## config.mk

```make
export PLATFORM = sky130hd
export DESIGN_NAME = telemetry_calibration_sequencer
export DESIGN_NICKNAME = d
export VERILOG_FILES = /design/src/rtl/tcs_pkg.sv /design/src/rtl/telemetry_calibration_sequencer.sv
export VERILOG_INCLUDE_DIRS = /design/src /design/src/rtl
export SDC_FILE = /design/constraint.sdc
export NUM_CORES = 1
export LEC_CHECK = 0
export ABC_AREA = 1
export BUFFER_PORTS_ARGS = -buffer_cell sky130_fd_sc_hd__clkbuf_2
export CAP_MARGIN = 15
export CORE_MARGIN = 4
export CORE_UTILIZATION = 45
export CTS_BUF_LIST = sky130_fd_sc_hd__clkbuf_16
export CTS_CLUSTER_SIZE = 12
export DETAILED_ROUTE_END_ITERATION = 10
export GPL_ROUTABILITY_DRIVEN = 0
export PLACE_DENSITY = 0.65
export RECOVER_POWER = 50
export SYNTH_ARGS = -nofsm -noshare
export SYNTH_HDL_FRONTEND = slang
export SYNTH_SLANG_ARGS = --single-unit
```

## constraint.sdc

```tcl
create_clock -name i_clk -period 3.2 [get_ports i_clk]
set_clock_uncertainty 0.2 [all_clocks]
set_input_delay 0.32 -clock i_clk [delete_from_list [all_inputs] [get_ports i_clk]]
set_output_delay 0.32 -clock i_clk [all_outputs]
set_load 0.005 [all_outputs]
```

## src/rtl/tcs_defines.svh

```systemverilog
// Constants for the telemetry calibration sequencer
// Behaviour
// One start pulse runs the whole sequence
// Six unit calibrate-enable outputs
// Three sideband telemeter calibrate-enable outputs
// Five ascending levels, wrap to zero
// One five-level pass lasts 700 ms
// Exactly six passes per start
// Each pass end advances unit selector
// Oscillator uses calibration bus during pass
// Deselected oscillator restores normal input
// Multiplexer runs its own five-step routine
// Multiplexer waits for next master frame
// Multiplexer holds each level one frame
// Multiplexer restores data after fifth frame
// Inflight and prelaunch modes; ground start prelaunch
// Level advances every 140 ms
// Ground start ORed with flight start
// Start resets selector, enables advance, clock
// Prelaunch ground picks fixed level or stepping
// After sixth pass all off, idle
// At most one unit enable asserted
`ifndef TCS_DEFINES_SVH
`define TCS_DEFINES_SVH
`define TCS_CLK_KHZ 200000
`define TCS_STEP_MS 140
`define TCS_PASS_MS 700
`define TCS_STEP_CNT_W 25
`define TCS_MUX_N 6
`define TCS_SB_N 3
`define TCS_PASS_LAST 3'h5
`define TCS_LEVEL_COUNT 3'h5
`endif

```

## src/rtl/tcs_pkg.sv

```systemverilog
// Types for the telemetry calibration sequencer
package tcs_pkg;
  typedef enum logic [2:0] {
    LVL_0 = 3'b000,
    LVL_25 = 3'b001,
    LVL_50 = 3'b010,
    LVL_75 = 3'b011,
    LVL_100 = 3'b100
  } level_t;
  typedef enum logic {
    ST_IDLE = 1'b0,
    ST_RUN = 1'b1
  } seq_state_t;
endpackage : tcs_pkg

```

## src/rtl/telemetry_calibration_sequencer.sv

```systemverilog
// Calibration level stepper and unit output selector
`timescale 1ns/1ps
`default_nettype none
`include "tcs_defines.svh"
module telemetry_calibration_sequencer #(
  parameter int unsigned STEP_CYCLES = `TCS_STEP_MS * `TCS_CLK_KHZ
) (
  // Clock, reset, enable
  input wire logic i_clk,
  input wire logic i_reset,
  input wire logic i_ce,
  // Start commands and mode
  input wire logic i_start_flight_computer,
  input wire logic i_start_ground_support_equipment,
  input wire logic i_prelaunch,
  // Ground manual level control
  input wire logic i_ground_level_ctl,
  input wire logic [2:0] i_ground_level_sel,
  // Calibration outputs
  output var tcs_pkg::level_t o_level,
  output logic [`TCS_MUX_N-1:0] o_mux_en,
  output logic [`TCS_SB_N-1:0] o_sideband_en,
  output logic o_busy,
  output logic o_pass_done
);
  import tcs_pkg::*;

  localparam logic [`TCS_STEP_CNT_W-1:0] STEP_LAST =
    `TCS_STEP_CNT_W'(STEP_CYCLES - 1);

  // Sideband telemeter served by a given pass; each covers two passes
  function automatic logic [1:0] sideband_of(input logic [2:0] pass);
    sideband_of = pass[2:1];
  endfunction : sideband_of

  ////////////////////////////////////////////////////////////////////////
  seq_state_t state;
  seq_state_t next_state;
  level_t level;
  level_t next_level;
  logic [2:0] pass_idx;
  logic [2:0] next_pass_idx;
  logic [`TCS_STEP_CNT_W-1:0] step_cnt;
  logic [`TCS_STEP_CNT_W-1:0] next_step_cnt;
  logic start_q;

  // Start qualification: ground start only honoured in prelaunch
  wire start_any = i_start_flight_computer |
    (i_start_ground_support_equipment & i_prelaunch);
  wire start_evt = start_any & ~start_q;
  wire busy = (state == ST_RUN);
  wire launch = start_evt & ~busy;

  // Manual level control only while idle in prelaunch
  wire manual = ~busy & i_prelaunch & i_ground_level_ctl;
  wire fixed = manual & (i_ground_level_sel < `TCS_LEVEL_COUNT);
  wire stepping = busy | (manual & ~fixed);
  wire step_tick = stepping & (step_cnt == STEP_LAST);
  wire at_top = (level == LVL_100);
  wire pass_end = busy & step_tick & at_top;
  wire last_pass = (pass_idx == `TCS_PASS_LAST);

  // Level stepper: wraps 100% back to 0%, so a pass is five steps
  wire level_t stepped = at_top ? LVL_0 : level_t'(level + 3'h1);
  always_comb
  begin
    next_level = level;
    if (launch)
      next_level = LVL_0;
    else if (fixed)
      next_level = level_t'(i_ground_level_sel);
    else if (step_tick)
      next_level = stepped;
    else if (!stepping)
      next_level = LVL_0;
  end

  // Step timer restarts whenever stepping is gated off. The period is
  // counted in enabled cycles, so holding the clock enable low stretches
  // the 700 ms pass; the enable must stay high for true timing
  always_comb
  begin
    if (launch || !stepping || step_tick)
      next_step_cnt = '0;
    else
      next_step_cnt = step_cnt + `TCS_STEP_CNT_W'(1);
  end

  // Control flip-flop and pass counter
  always_comb
  begin
    next_state = state;
    next_pass_idx = pass_idx;
    if (launch)
    begin
      next_state = ST_RUN;
      next_pass_idx = 3'h0;
    end
    else if (pass_end)
    begin
      if (last_pass)
      begin
        next_state = ST_IDLE;
        next_pass_idx = 3'h0;
      end
      else
        next_pass_idx = pass_idx + 3'h1;
    end
  end

  ////////////////////////////////////////////////////////////////////////
  // Enable decode from the next state, then registered with it, so the
  // relay drivers never see a decode glitch between passes
  wire next_busy = (next_state == ST_RUN);
  wire [`TCS_MUX_N-1:0] next_mux_en;
  wire [`TCS_SB_N-1:0] next_sideband_en;
  genvar g;
  generate
    for (g = 0; g < `TCS_MUX_N; g++)
    begin : g_mux
      // One unit at a time: the pass index picks exactly one bit
      assign next_mux_en[g] = next_busy & (next_pass_idx == 3'(g));
    end
    for (g = 0; g < `TCS_SB_N; g++)
    begin : g_sb
      // Each sideband telemeter spans two unit passes
      assign next_sideband_en[g] = next_busy &
        (sideband_of(next_pass_idx) == 2'(g));
    end
  endgenerate

  ////////////////////////////////////////////////////////////////////////
  // Registers; a low clock enable freezes everything
  always_ff @(posedge i_clk or posedge i_reset)
  begin
    if (i_reset)
    begin
      state <= ST_IDLE;
      level <= LVL_0;
      pass_idx <= 3'h0;
      step_cnt <= '0;
      start_q <= 1'b0;
      o_pass_done <= 1'b0;
      o_mux_en <= '0;
      o_sideband_en <= '0;
    end
    else if (i_ce)
    begin
      state <= next_state;
      level <= next_level;
      pass_idx <= next_pass_idx;
      step_cnt <= next_step_cnt;
      start_q <= start_any;
      o_pass_done <= pass_end;
      o_mux_en <= next_mux_en;
      o_sideband_en <= next_sideband_en;
    end
  end

  ////////////////////////////////////////////////////////////////////////
  // Level drives the shared calibration bus directly
  assign o_level = level;
  assign o_busy = busy;
endmodule : telemetry_calibration_sequencer
`default_nettype wire
```

==> Yosys cells after proc, flatten, opt, wreduce, memory -nomap -nowiden <==
Cells that the tools add are included.
{ "op_classes": {"n_addsub": 3, "order_cmp": 1, "eq_ne": 11, "muxes": 12, "n_bitwise": 24, "n_reduce_logical": 6} }
{ "op_table": {"columns": ["op", "count"], "rows": [
  ["25-bit by 1-bit adder with 25-bit output, second input constant", 1],
  ["25-bit == test, second input constant", 1],
  ["25-bit two-way mux", 1],
  ["3-bit two-way mux", 8],
  ["1-bit bitwise AND", 19],
  ["3-bit == test, second input constant", 4],
  ["3-bit by 1-bit adder with 3-bit output, second input constant", 2],
  ["3-bit by 2-bit == test with 1-bit output, second input constant", 2],
  ["4-bit by 3-bit inequality test with 1-bit output, second input constant", 1],
  ["3-bit by 1-bit == test with 1-bit output, second input constant", 1],
  ["3-bit zero test", 1],
  ["3-bit less-than comparator, second input constant", 1],
  ["1-bit two-way mux", 3],
  ["1-bit inverter", 3],
  ["2-bit by 1-bit == test with 1-bit output, second input constant", 1],
  ["2-bit == test, second input constant", 1],
  ["2-bit zero test", 1],
  ["1-bit logical OR", 2],
  ["1-bit bitwise OR", 2],
  ["2-bit AND reduction", 1],
  ["1-bit zero test", 1]
]} }
{ "word_totals": {"reg_bits": 43, "output_inout_bits": 14, "elab_cells": 65} }

==> Logic depth before layout (Yosys ltp) <==
Gate-level depths: netlist (run 1).
{ "depth": {"ltp_word": 14, "depth_mapped": 13, "mapped_depth_nobuf": 13} }

==> Worst setup path before layout (run 1) <==
OpenSTA, ideal clock, no wires.
{ "synth_path": {"path_type": "register to register", "start": "reg step_cnt[0]", "end": "reg o_sideband_en[2]", "setup_time_ns": 0.066, "arrival_ns": 1.593, "slack_ns": 1.342, "stages_incl_launch_ff": 14, "synth_period_minus_slack_ns": 1.858, "cell_sequence": "dfrtp_1 ha_1 nand2_1 nor2_1 nand2_4 nor2_8 nand3_4 nor2_2 nand2_2 nand2_2 nand2_4 nor2_4 nand2_1 nand2_1"} }
{ "synth_between": {"elab_chain_len": 8} }
{ "synth_rtl": {"columns": ["item", "line", "rtl"], "rows": [
  ["start, declared", "telemetry_calibration_sequencer.sv:43", "logic [`TCS_STEP_CNT_W-1:0] step_cnt;"],
  ["start signal, assigned", "telemetry_calibration_sequencer.sv:152", "step_cnt <= next_step_cnt;"],
  ["25-bit == test *", "telemetry_calibration_sequencer.sv:58", "wire step_tick = stepping & (step_cnt == STEP_LAST);"],
  ["1-bit bitwise AND *", "telemetry_calibration_sequencer.sv:58", null],
  ["1-bit bitwise AND * (2 in a row)", "telemetry_calibration_sequencer.sv:60", "wire pass_end = busy & step_tick & at_top;"],
  ["3-bit two-way mux", "telemetry_calibration_sequencer.sv:99", "else if (pass_end)"],
  ["3-bit two-way mux", "telemetry_calibration_sequencer.sv:94", "if (launch)"],
  ["2-bit == test", "telemetry_calibration_sequencer.sv:128", "(sideband_of(next_pass_idx) == 2'(g));"],
  ["1-bit bitwise AND *", "telemetry_calibration_sequencer.sv:127", "assign next_sideband_en[g] = next_busy &"],
  ["end signal, assigned", "telemetry_calibration_sequencer.sv:156", "o_sideband_en <= next_sideband_en;"],
  ["end, declared", "telemetry_calibration_sequencer.sv:22", "output logic [`TCS_SB_N-1:0] o_sideband_en,"]
]} }
Mark *: on every way between the ends. The rest lies on a longest branch, timed or not.
A chain may end at the register's enable or synchronous reset.

==> Worst setup path in the final report (run 1) <==
{ "layout_path": {"start": "reg step_cnt[0]", "end": "reg step_cnt[21]"} }
{ "layout_between": {"elab_chain_len": 4} }
{ "layout_rtl": {"columns": ["item", "line", "rtl"], "rows": [
  ["branches (longest 3 deep; another with 25-bit by 1-bit adder with 25-bit output)", null, null],
  ["25-bit two-way mux *", "telemetry_calibration_sequencer.sv:83", "if (launch || !stepping || step_tick)"]
]} }
Every way passes the cells marked *.

==> results.md, run 1 <==
* Layout cells sized above 1 at 12.6%
* Detailed Place HPWL at 3940 um
* Worst-path cell chain: ha_1, nand2_1, nor2_1, nand2_4, nor2_8, nand2_1, nand3_1, nand2_1, inv_2, nor3b_1
* Max-slew violations at 0
* Largest fanout on the critical path at 18
* Highest ir drop seen on vdd at around 0.33 mV
* Hold Violations, Final at 0
* Worst Hold Slack at 0.146 ns
* I/O pins at 24
* Top_reg_cell synth: dfrtp_1
* Post-Syn Nets at between 300 and 400
* Period utilization at slightly above 70%
* # rows at 26
* Number of global-route vias before repair at 2,012
* Minimum clock period at 2.32 ns
* Setup TNS at 0 ns
* Netlist Area Pre-Place at 0.00249 mm2
* Die X-Extent at 82.3 um
* Layout fillers at 514
* RSZ-0062 raised after global routing: false
* DR vias at 2,128
* Asr flop ratio synth at 100%
* Vias per Instance at 4.97
* Clk slew on worst S/H paths at roughly 0.06 ns
* Die area at 0.00678 mm2
* Number of max-cap violations at 0
* Core region area at 0.00524 mm2
* Clock Tree Buf Depth at 2
* Most common cell on crit path: nand2_1
* Critical Path Max Stage Delay at 0.39 ns
* Crit end category: flip-flop
* Data required, critical path at 3.16 ns
* Final #Nets at 370
* Buf/Inv on CP at 1
* # resized after CTS at 0
* Layout Area Growth over Synthesis at 13.9%
* CTS tree: done
* Initial antenna violation count at 0
* Critical Path Source Type: flip-flop
* CTS buffer count at 5
* Register area share after synthesis at 43.3%
* Setup Slack @ Placement at slightly above 0.8 ns
* Distinct cell type count after synthesis at 32
* Pwr dens at ~460 mW/mm2
* Hold Crit Class: input port to flip-flop
* Die Ht at 82.3 um
* Commonest non-fill, non-tap cell in the layout: nand2_1
* Leakage power at 0.00137 uW
* First-pass GRT wire length at 9170 um
* GRT Overall Usage at 17.6%
* Root Buffer Master: clkbuf_16
* Diode count at 0
* Clock Sinks at 43
* Max frequency at approximately 430 MHz
* Setup violators final at 0
* CP top delay family: simple AND/OR/NAND/NOR gates
* Most frequent cells in the layout: 92 x nand2_1, 43 x dfrtp_1, 41 x nor2_1
* Drt wl/cell at 12.3 um
* Buffers added on ports at 23
* H-tree levels at 2
* Arr. time, crit path at 2.28 ns
* Avg Cell Area, Syn at 7.56 um2
* Largest net degree at the start of global routing at 29
* Routed WL at 5280 um
* Final WS setup at around 0.9 ns
* Slew HR at 40.9%
* Post-route ant nets at 0
* Pre-Repair DR Iteration Count at 4
* Synthesized flop and latch total at 43
* Clk_lat worst skew at 0.29 ns
* Kind of critical path: flip-flop to flip-flop
* Slowest library cell on the worst path: dfrtp_1
* Gr ovfl total at 0
* Worst-Margin Slew at 0.886 ns
* DRC Markers at 0
* Cells after Synth at 329
* Syn. warnings at 0
* DR iter-0 viols at 184
* Initial Utilization at 47.5%
* # Post-CTS Setup Buffers at 0
* Post-synth EDFFs at 0
* Outcome: completed
area by class of cell:
cell class	count	area (um2)	area share, %
clock inverters	3	43.8	1.55
clock buffers	5	125	4.42
well taps	70	87.6	3.09
flip-flops and latches	43	1080	38.0
inverters	41	154	5.44
multi-input cells	239	1220	43.0
repair buffers	27	128	4.51
cells by family after synthesis:
| kind of cell | synth area share [%] |
|---|---|
| simple gates | 36.8 |
| buf+inv | 7.75 |
| flops | 43.3 |
| compound gates | 5.74 |
| xor+xnor | 4.93 |
| fa+ha+maj | 1.51 |
metal layers:
| metal | routed length, um | GRT usage (%) | part of all wire (%) | vias up |
|---|---|---|---|---|
| met3 | 250 | 3.36 | 4.7 | 7 |
| met2 | 2290 | 26.5 | 43 | 60 |
| li1 | - | - | - | 1098 |
| met4 | 80 | 5.98 | 1.5 | 0 |
| met1 | 2660 | 25.2 | 50 | 963 |
| met5 | 0 | 0 | 0 | - |
what timing repair did:
action	CTS	global route
hold buffers	1	0
endpoints found under the setup margin	0	0
hold endpoints to repair	27	0
tightest hold or removal path: stages:
cell	delay, ns
clkbuf_2	0.08
a21o_1	0.09
nand2_1	0.05
o21ai_0	0.06
synth_stat cells, types with 3 or more instances:
cell     number  area share [%]
dfrtp_1      43              43
xnor2_1       7             2.5
nor3_1        7             1.4
ha_1          3             1.5
nor2_4        5             2.3
a21oi_1       8             1.6
nor2_1       41             6.2
o21ai_0       8             1.6
nand2_1      92              14
xor2_1        7             2.5
nand4_1      12             3.0
nand2_2       4             1.0
inv_1        35             5.3
inv_2         6            0.91
nand3_1      23             4.6
o21ai_1       8             1.6
through the flow:
step / utilization, % / total power [uW] / instances / cell area, um2
2_1_floorplan: - / 693 / 329 / 2490
6_report: 54.1 / 1300 / 428 / 2830
4_1_cts: 54.3 / 1320 / 427 / 2840
5_1_grt: 54.1 / 1370 / 428 / 2830
3_3_place_gp: 50.9 / 735 / 418 / 2670
3_5_place_dp: 50.9 / 737 / 418 / 2670
sequential cells by signal, summed over array words and instances, names as in the netlist:
register and count:
o_busy 1, pass_idx 3, o_sideband_en 3, step_cnt 25, o_pass_done 1, start_q 1
o_level 3, o_mux_en 6
where the power goes:
group          internal (uW)  switching, uW
combinational           44.1           89.8
clock                    368            212
sequential               568           21.2
total                    980            323
path summary, 6_finish.rpt:
kind	from	end	slack, ns	cells after the start
min in group asynchronous	i_reset	o_sideband_en[0]$_DFFE_PP0P_	0.33	3
max in group asynchronous	i_reset	step_cnt[17]$_DFFE_PP0P_	1.34	4
worst max register to register	step_cnt[0]$_DFFE_PP0P_	step_cnt[21]$_DFFE_PP0P_	0.88	10
worst min register to register	o_mux_en[3]$_DFFE_PP0P_	o_mux_en[3]$_DFFE_PP0P_	0.28	2
worst max-delay path	step_cnt[0]$_DFFE_PP0P_	step_cnt[21]$_DFFE_PP0P_	0.88	10
worst min-delay path	i_start_flight_computer	start_q$_DFFE_PP0P_	0.15	4
(Power assumes the default switching activity.)
==> run 2, diff against run 1 <==
--- a/config.mk
+++ b/config.mk
@@ -15,7 +15,7 @@
 export CTS_CLUSTER_SIZE = 12
 export DETAILED_ROUTE_END_ITERATION = 10
 export GPL_ROUTABILITY_DRIVEN = 0
-export PLACE_DENSITY = 0.65
+export PLACE_DENSITY = 0.68
 export RECOVER_POWER = 50
 export SYNTH_ARGS = -nofsm -noshare
 export SYNTH_HDL_FRONTEND = slang
==> constraint.sdc (replaced) <==
create_clock -name i_clk -period 2 [get_ports i_clk]
set_clock_uncertainty 0.2 [all_clocks]
set_input_delay 0.2 -clock i_clk [delete_from_list [all_inputs] [get_ports i_clk]]
set_output_delay 0.2 -clock i_clk [all_outputs]
set_load 0.005 [all_outputs]
==> run 2 against run 1 <==
Compared with the run above: fmax grew 18%; cell count grew 4.4%; clock power increased by 83%; combinational power grew 100%; first-iteration DRC count down 45%; non-clock buffer count rose by 19; critical path depth fell by 1; critical endpoint is now step_cnt[12]$_DFFE_PP0P_; sequential share of layout area down 2.9 points; design area is 8.4% higher; sequential power rose by 60%.
==> results.md, run 2 (same netlist as run 1, synthesis figures left out) <==
* Tot Pwr at 2280 uW (+75%)
* Worst-Margin Slew at 0.601 ns (-0.285 ns)
* DRC Markers at 0 (unchanged)
* Outcome: completed
* Hold Crit Class: input port to flip-flop
* Vias per Instance at 4.92 (-0.97%)
* Most frequent cells in the layout: 89 x nand2_1, 42 x dfrtp_1, 37 x nor2_1
* Root Buffer Master: clkbuf_16
* Slowest library cell on the worst path: dfrtp_1
* Routed WL at 5820 um (+10%)
* Clock Sinks at 43 (unchanged)
* CTS buffer count at 5 (unchanged)
* Max FFs per register at 25 (unchanged)
* # rows at 26 (unchanged)
* Worst-path cell chain: ha_2, buf_4, nand3_1, nor2_2, nand3_2, nor3_2, nand4_1, o21ai_0, a21oi_1
* Largest fanout on the critical path at 3 (-15)
* First-pass GRT wire length at 10,100 um (+9.6%)
* Regs by FF count: step_cnt x25, o_mux_en x6
* Slew HR at 59.9% (+19 points)
* Finished Core Util at 58.6% (+4.6 points)
* Hold Violations, Final at 0 (unchanged)
* Post-route ant nets at 0 (unchanged)
* Layout Area Growth over Synthesis at 23.5%
* Final #Nets at 389 (+5.1%)
* Die X-Extent at 82.3 um (unchanged)
* Pwr dens at 742 mW/mm2 (+61%)
* Clk_lat worst skew at 0.29 ns (about the same)
* CTS tree: done
* RSZ-0062 raised after global routing: true
* Setup TNS at 0 ns (unchanged)
* Arr. time, crit path at 1.95 ns (-0.33 ns)
* Largest net degree at the start of global routing at 29 (unchanged)
* Leakage power at 0.00148 uW (+8.5%)
* Crit end category: flip-flop
* Minimum clock period at 1.98 ns (-0.347 ns)
* I/O pins at 24 (unchanged)
* Die Ht at 82.3 um (unchanged)
* DR vias at 2,201 (+3.4%)
* Clk slew on worst S/H paths at 0.06 ns (about the same)
* DR iter-0 viols at 101 (-45%)
* Largest Register: step_cnt
* Pre-Repair DR Iteration Count at 4 (unchanged)
* Highest ir drop seen on vdd at 0.551 mV (+65%)
* Setup violators final at 0 (unchanged)
* H-tree levels at 2 (unchanged)
* Core region area at 0.00524 mm2 (unchanged)
* Layout cells sized above 1 at 21.5% (+8.9 points)
* Data required, critical path at 1.97 ns (-1.19 ns)
* Buffers added on ports at 23 (unchanged)
* Period utilization at 98.8% (+26 points)
* Critical Path Max Stage Delay at 0.38 ns (about the same)
* Kind of critical path: flip-flop to flip-flop
* GRT Overall Usage at 19.5% (+1.9 points)
* Commonest non-fill, non-tap cell in the layout: nand2_1
* Number of max-cap violations at 0 (unchanged)
* Drt wl/cell at 13.0 um (+5.5%)
* Detailed Place HPWL at 4270 um (+8.4%)
* CP top delay family: simple AND/OR/NAND/NOR gates
* Max-slew violations at 0 (unchanged)
* Number of global-route vias before repair at 2,128 (+5.8%)
* Diode count at 0 (unchanged)
* Critical Path Source Type: flip-flop
* Clock Tree Buf Depth at 2 (unchanged)
* Max frequency at 506 MHz (+18%)
* Buf/Inv on CP at 1 (unchanged)
* Initial antenna violation count at 0 (unchanged)
* Initial Utilization at 47.5% (unchanged)
* Gr ovfl total at 0 (unchanged)
* Worst Hold Slack at 0.0161 ns (-0.130 ns)
* Die area at 0.00678 mm2 (unchanged)
run 2: what timing repair did:
action	CTS	global route
hold endpoints to repair	15	0
pin swaps	0	9
hold buffers	1	0
resized for setup	1	21
buffers inserted	0	5
setup endpoints to repair	18	37
run 2: worst paths after layout:
path                                              start                            to  slack, ns  depth (start not counted)
min                             i_start_flight_computer           start_q$_DFFE_PP0P_       0.02                          4
min in group asynchronous                       i_reset       o_mux_en[2]$_DFFE_PP0P_       0.30                          3
max reg2reg                     step_cnt[1]$_DFFE_PP0P_      step_cnt[12]$_DFFE_PP0P_       0.02                          9
min reg2reg                o_sideband_en[0]$_DFFE_PP0P_  o_sideband_en[0]$_DFFE_PP0P_       0.28                          2
max                             step_cnt[1]$_DFFE_PP0P_      step_cnt[12]$_DFFE_PP0P_       0.02                          9
max in group asynchronous                       i_reset       step_cnt[5]$_DFFE_PP0P_       0.41                          4
run 2: metrics by stage:
step / setup slack [ns] / cells / cell area (um2)
2_1_floorplan: 0.142 / 329 / 2490
3_3_place_gp: 0.0401 / 433 / 2790
3_5_place_dp: -0.0182 / 433 / 2790
4_1_cts: 0.0222 / 442 / 3000
5_1_grt: -0.110 / 447 / 3070
6_report: 0.0234 / 447 / 3070
run 2: per-layer routing:
metal	global-route usage [%]	vias up	share of wire, %
met2	31.9	41	48
li1	-	1137	-
met1	26.0	1016	47
met3	3.90	7	3.7
met4	5.81	0	1.2
met5	0	-	0
run 2: layout make-up:
cell class | count | area (um2)
clock buffers | 5 | 125
repair buffers | 46 | 278
inverters | 41 | 161
flip-flops and latches | 43 | 1080
fillers | 483 | 2170
multi-input cells | 239 | 1270
clock inverters | 3 | 67.6
well taps | 70 | 87.6
run 2: worst register-to-register path: cells and delay by family, from the launching register on:
family	cells	cell delay [ns]
AOI/OAI and AO/OA	2	0.23
buffers and inverters	1	0.12
and+or+nand+nor	5	0.74
DFF	1	0.38
adders and majority gates	1	0.20
run 2: power by group:
| part | switching [uW] | leakage (uW) | internal (uW) |
|---|---|---|---|
| logic | 165 | 0.000804 | 105 |
| registers | 33.9 | 0.000587 | 909 |
| clock network | 349 | 0.0000900 | 715 |
| total | 549 | 0.00148 | 1730 |
==> run 3, diff against run 2 <==
--- a/config.mk
+++ b/config.mk
@@ -15,7 +15,7 @@
 export CTS_CLUSTER_SIZE = 12
 export DETAILED_ROUTE_END_ITERATION = 10
 export GPL_ROUTABILITY_DRIVEN = 0
-export PLACE_DENSITY = 0.68
+export PLACE_DENSITY = 0.74
 export RECOVER_POWER = 50
 export SYNTH_ARGS = -nofsm -noshare
 export SYNTH_HDL_FRONTEND = slang
==> run 3 against run 2 <==
Compared with the run above: core utilization is 1.5 points lower; largest cell class unchanged; non-clock buffer count is 3 lower; largest power group is now sequential cells; power is 11% lower; fmax is 0.16% higher; cell count is 0.67% lower; first-iteration DRC count is 60% higher; critical path type unchanged; register-to-register slack hardly changed; design area is 2.6% lower.
==> results.md, run 3 (same netlist as run 1, synthesis figures left out) <==
* Max frequency at 507 MHz (+0.16%)
* Buffers added on ports at 23 (unchanged)
* Worst-Margin Slew at 0.619 ns (+0.0183 ns)
* Largest Register: step_cnt
* Worst R2R Setup Slack at 0.03 ns (about the same)
* Clock Tree Buf Depth at 2 (unchanged)
* Die area at 0.00678 mm2 (unchanged)
* Slew HR at 58.7% (-1.2 points)
* Highest ir drop seen on vdd at 0.431 mV (-22%)
* Launch point of the worst reg-to-reg path: step_cnt[1]$_DFFE_PP0P_
* Most frequent cells in the layout: 91 x nand2_1, 42 x dfrtp_1, 38 x nor2_1
* Routed WL at 5850 um (+0.43%)
* Final #Nets at 386 (-0.77%)
* Detailed Place HPWL at 4280 um (+0.14%)
* Worst Hold End: start_q$_DFFE_PP0P_
* Kind of critical path: flip-flop to flip-flop
* Critical Path Max Stage Delay at 0.38 ns (about the same)
* Die X-Extent at 82.3 um (unchanged)
* Worst hold start: i_start_flight_computer
* Die Ht at 82.3 um (unchanged)
* Layout cells sized above 1 at 19.8% (-1.7 points)
* Gr ovfl total at 0 (unchanged)
* GRT Overall Usage at 18.8% (-0.65 points)
* Vias per Instance at 5.14 (+4.3%)
* Number of max-cap violations at 0 (unchanged)
* Initial antenna violation count at 0 (unchanged)
* Path depth of the worst reg2reg path at 9 (unchanged)
* Pwr dens at 677 mW/mm2 (-8.7%)
* Crit end category: flip-flop
* Clock Power Share at 39.9% (-6.9 points)
* Period utilization at 98.7% (-0.16 points)
* I/O pins at 24 (unchanged)
* Hold path depth at 4 (unchanged)
* Non-Filler Instances at 444 (-0.67%)
* Tot Pwr at 2030 uW (-11%)
* Commonest non-fill, non-tap cell in the layout: nand2_1
* Initial Utilization at 47.5% (unchanged)
* H-tree levels at 2 (unchanged)
* Hold Violations, Final at 0 (unchanged)
* Combinational power share at 13.6% (+1.7 points)
* Core region area at 0.00524 mm2 (unchanged)
* Leakage power at 0.00145 uW (-1.9%)
* Worst Hold Slack at 0.0352 ns (+0.0190 ns)
* Diode count at 0 (unchanged)
* Outcome: completed
* Layout Area Growth over Synthesis at 20.3%
* Drt wl/cell at 13.2 um (+1.1%)
* DR vias at 2,280 (+3.6%)
* Arr. time, crit path at 1.94 ns (about the same)
* Post-route ant nets at 0 (unchanged)
* Clock Sinks at 43 (unchanged)
* Max-slew violations at 0 (unchanged)
* RR Endpoint: step_cnt[12]$_DFFE_PP0P_
* Finished Core Util at 57.1% (-1.5 points)
* DR iter-0 viols at 162 (+60%)
* # rows at 26 (unchanged)
* Data required, critical path at 1.97 ns (about the same)
* Worst-path cell chain: ha_1, buf_4, nand3_1, nor2_2, nand3_2, nor3_2, nand4_1, o21ai_1, a21oi_1
* DP Cell Count at 433 (unchanged)
* Slowest library cell on the worst path: dfrtp_1
* Critical Path Source Type: flip-flop
* RSZ-0062 raised after global routing: true
* Largest net degree at the start of global routing at 29 (unchanged)
* Setup violators final at 0 (unchanged)
* Largest fanout on the critical path at 3 (unchanged)
* Pint at 1480 uW (-14%)
* Max FFs per register at 25 (unchanged)
* Clk_lat worst skew at 0.29 ns (about the same)
* CTS buffer count at 5 (unchanged)
* Sw Share at 27.0% (+2.9 points)
* DRC Markers at 0 (unchanged)
* First-pass GRT wire length at 9830 um (-2.3%)
* CTS tree: done
* Setup TNS at 0 ns (unchanged)
* Minimum clock period at 1.97 ns (-0.00313 ns)
* Pre-Repair DR Iteration Count at 5 (+1)
* Root Buffer Master: clkbuf_16
* Number of global-route vias before repair at 2,127 (-0.047%)
* Clk slew on worst S/H paths at 0.06 ns (about the same)
* Regs by FF count: step_cnt x25, o_mux_en x6
* Hold Crit Class: input port to flip-flop
* P_sw at 546 uW (-0.43%)
* Reg power frac at 46.5% (+5.1 points)
==> run 3: changes by cell type in the layout (fill, tap and decap cells not counted), moves of 2 or more <==
cell       before  now
bufinv_16       2    0
buf_4          21   17
nand2_2         7    5
nand2_1        89   91
==> run 3: metrics by stage <==
step | area, um2 | setup WS (ns)
3_5_place_dp | 2800 | 0.0149
3_3_place_gp | 2800 | 0.0268
6_report | 2990 | 0.0265
4_1_cts | 2970 | 0.0180
2_1_floorplan | 2490 | 0.142
5_1_grt | 2990 | -0.124
==> run 3: area by class of cell <==
type | instances | area, um2
Fill cell | 491 | 2250
Multi-Input combinational cell | 239 | 1260
Sequential cell | 43 | 1080
Timing Repair Buffer | 43 | 267
Inverter | 41 | 156
Clock buffer | 5 | 125
Tap cell | 70 | 87.6
Clock inverter | 3 | 20.0
==> run 3: what timing repair did <==
action | in CTS | in global routing
resized for setup | 2 | 13
setup buffers | 0 | 2
hold buffers | 1 | 0
endpoints found under the setup margin | 2 | 38
pin swaps | 0 | 5
endpoints found under the hold margin | 15 | 0
gates cloned | 0 | 0
==> run 3: worst max-delay path, delay by kind of cell (launching register included) <==
| kind | cells | cell delay (ns) |
|---|---|---|
| compound gates | 2 | 0.21 |
| simple gates | 5 | 0.75 |
| fa+ha+maj | 1 | 0.18 |
| flops | 1 | 0.38 |
| buf+inv | 1 | 0.14 |
==> run 3: power groups by stage <==
stage,Sequential (uW),Combinational (uW),Clock (uW)
floorplan,955,153,0
global placement,955,265,0
detailed placement,957,264,0
CTS,942,272,824
global route,948,311,860
finish,942,275,809
==> run 3: worst max-delay path by stage <==
stage,startpoint,end,cells past startpoint
floorplan,step_cnt[0]$_DFFE_PP0P_,o_sideband_en[2]$_DFFE_PP0P_,13
global placement,step_cnt[1]$_DFFE_PP0P_,step_cnt[12]$_DFFE_PP0P_,9
detailed placement,step_cnt[1]$_DFFE_PP0P_,step_cnt[12]$_DFFE_PP0P_,9
CTS,step_cnt[1]$_DFFE_PP0P_,o_mux_en[0]$_DFFE_PP0P_,11
global route,step_cnt[1]$_DFFE_PP0P_,step_cnt[12]$_DFFE_PP0P_,9
finish,step_cnt[1]$_DFFE_PP0P_,step_cnt[12]$_DFFE_PP0P_,9
==> run 3: layer usage <==
metal / up-vias / track usage [%] / part of all wire [%]
met4: 0 / 6.48 / 1.5
met3: 9 / 3.15 / 5.9
li1: 1134 / - / -
met2: 84 / 29.8 / 47
met1: 1053 / 26.0 / 45
met5: - / 0 / 0
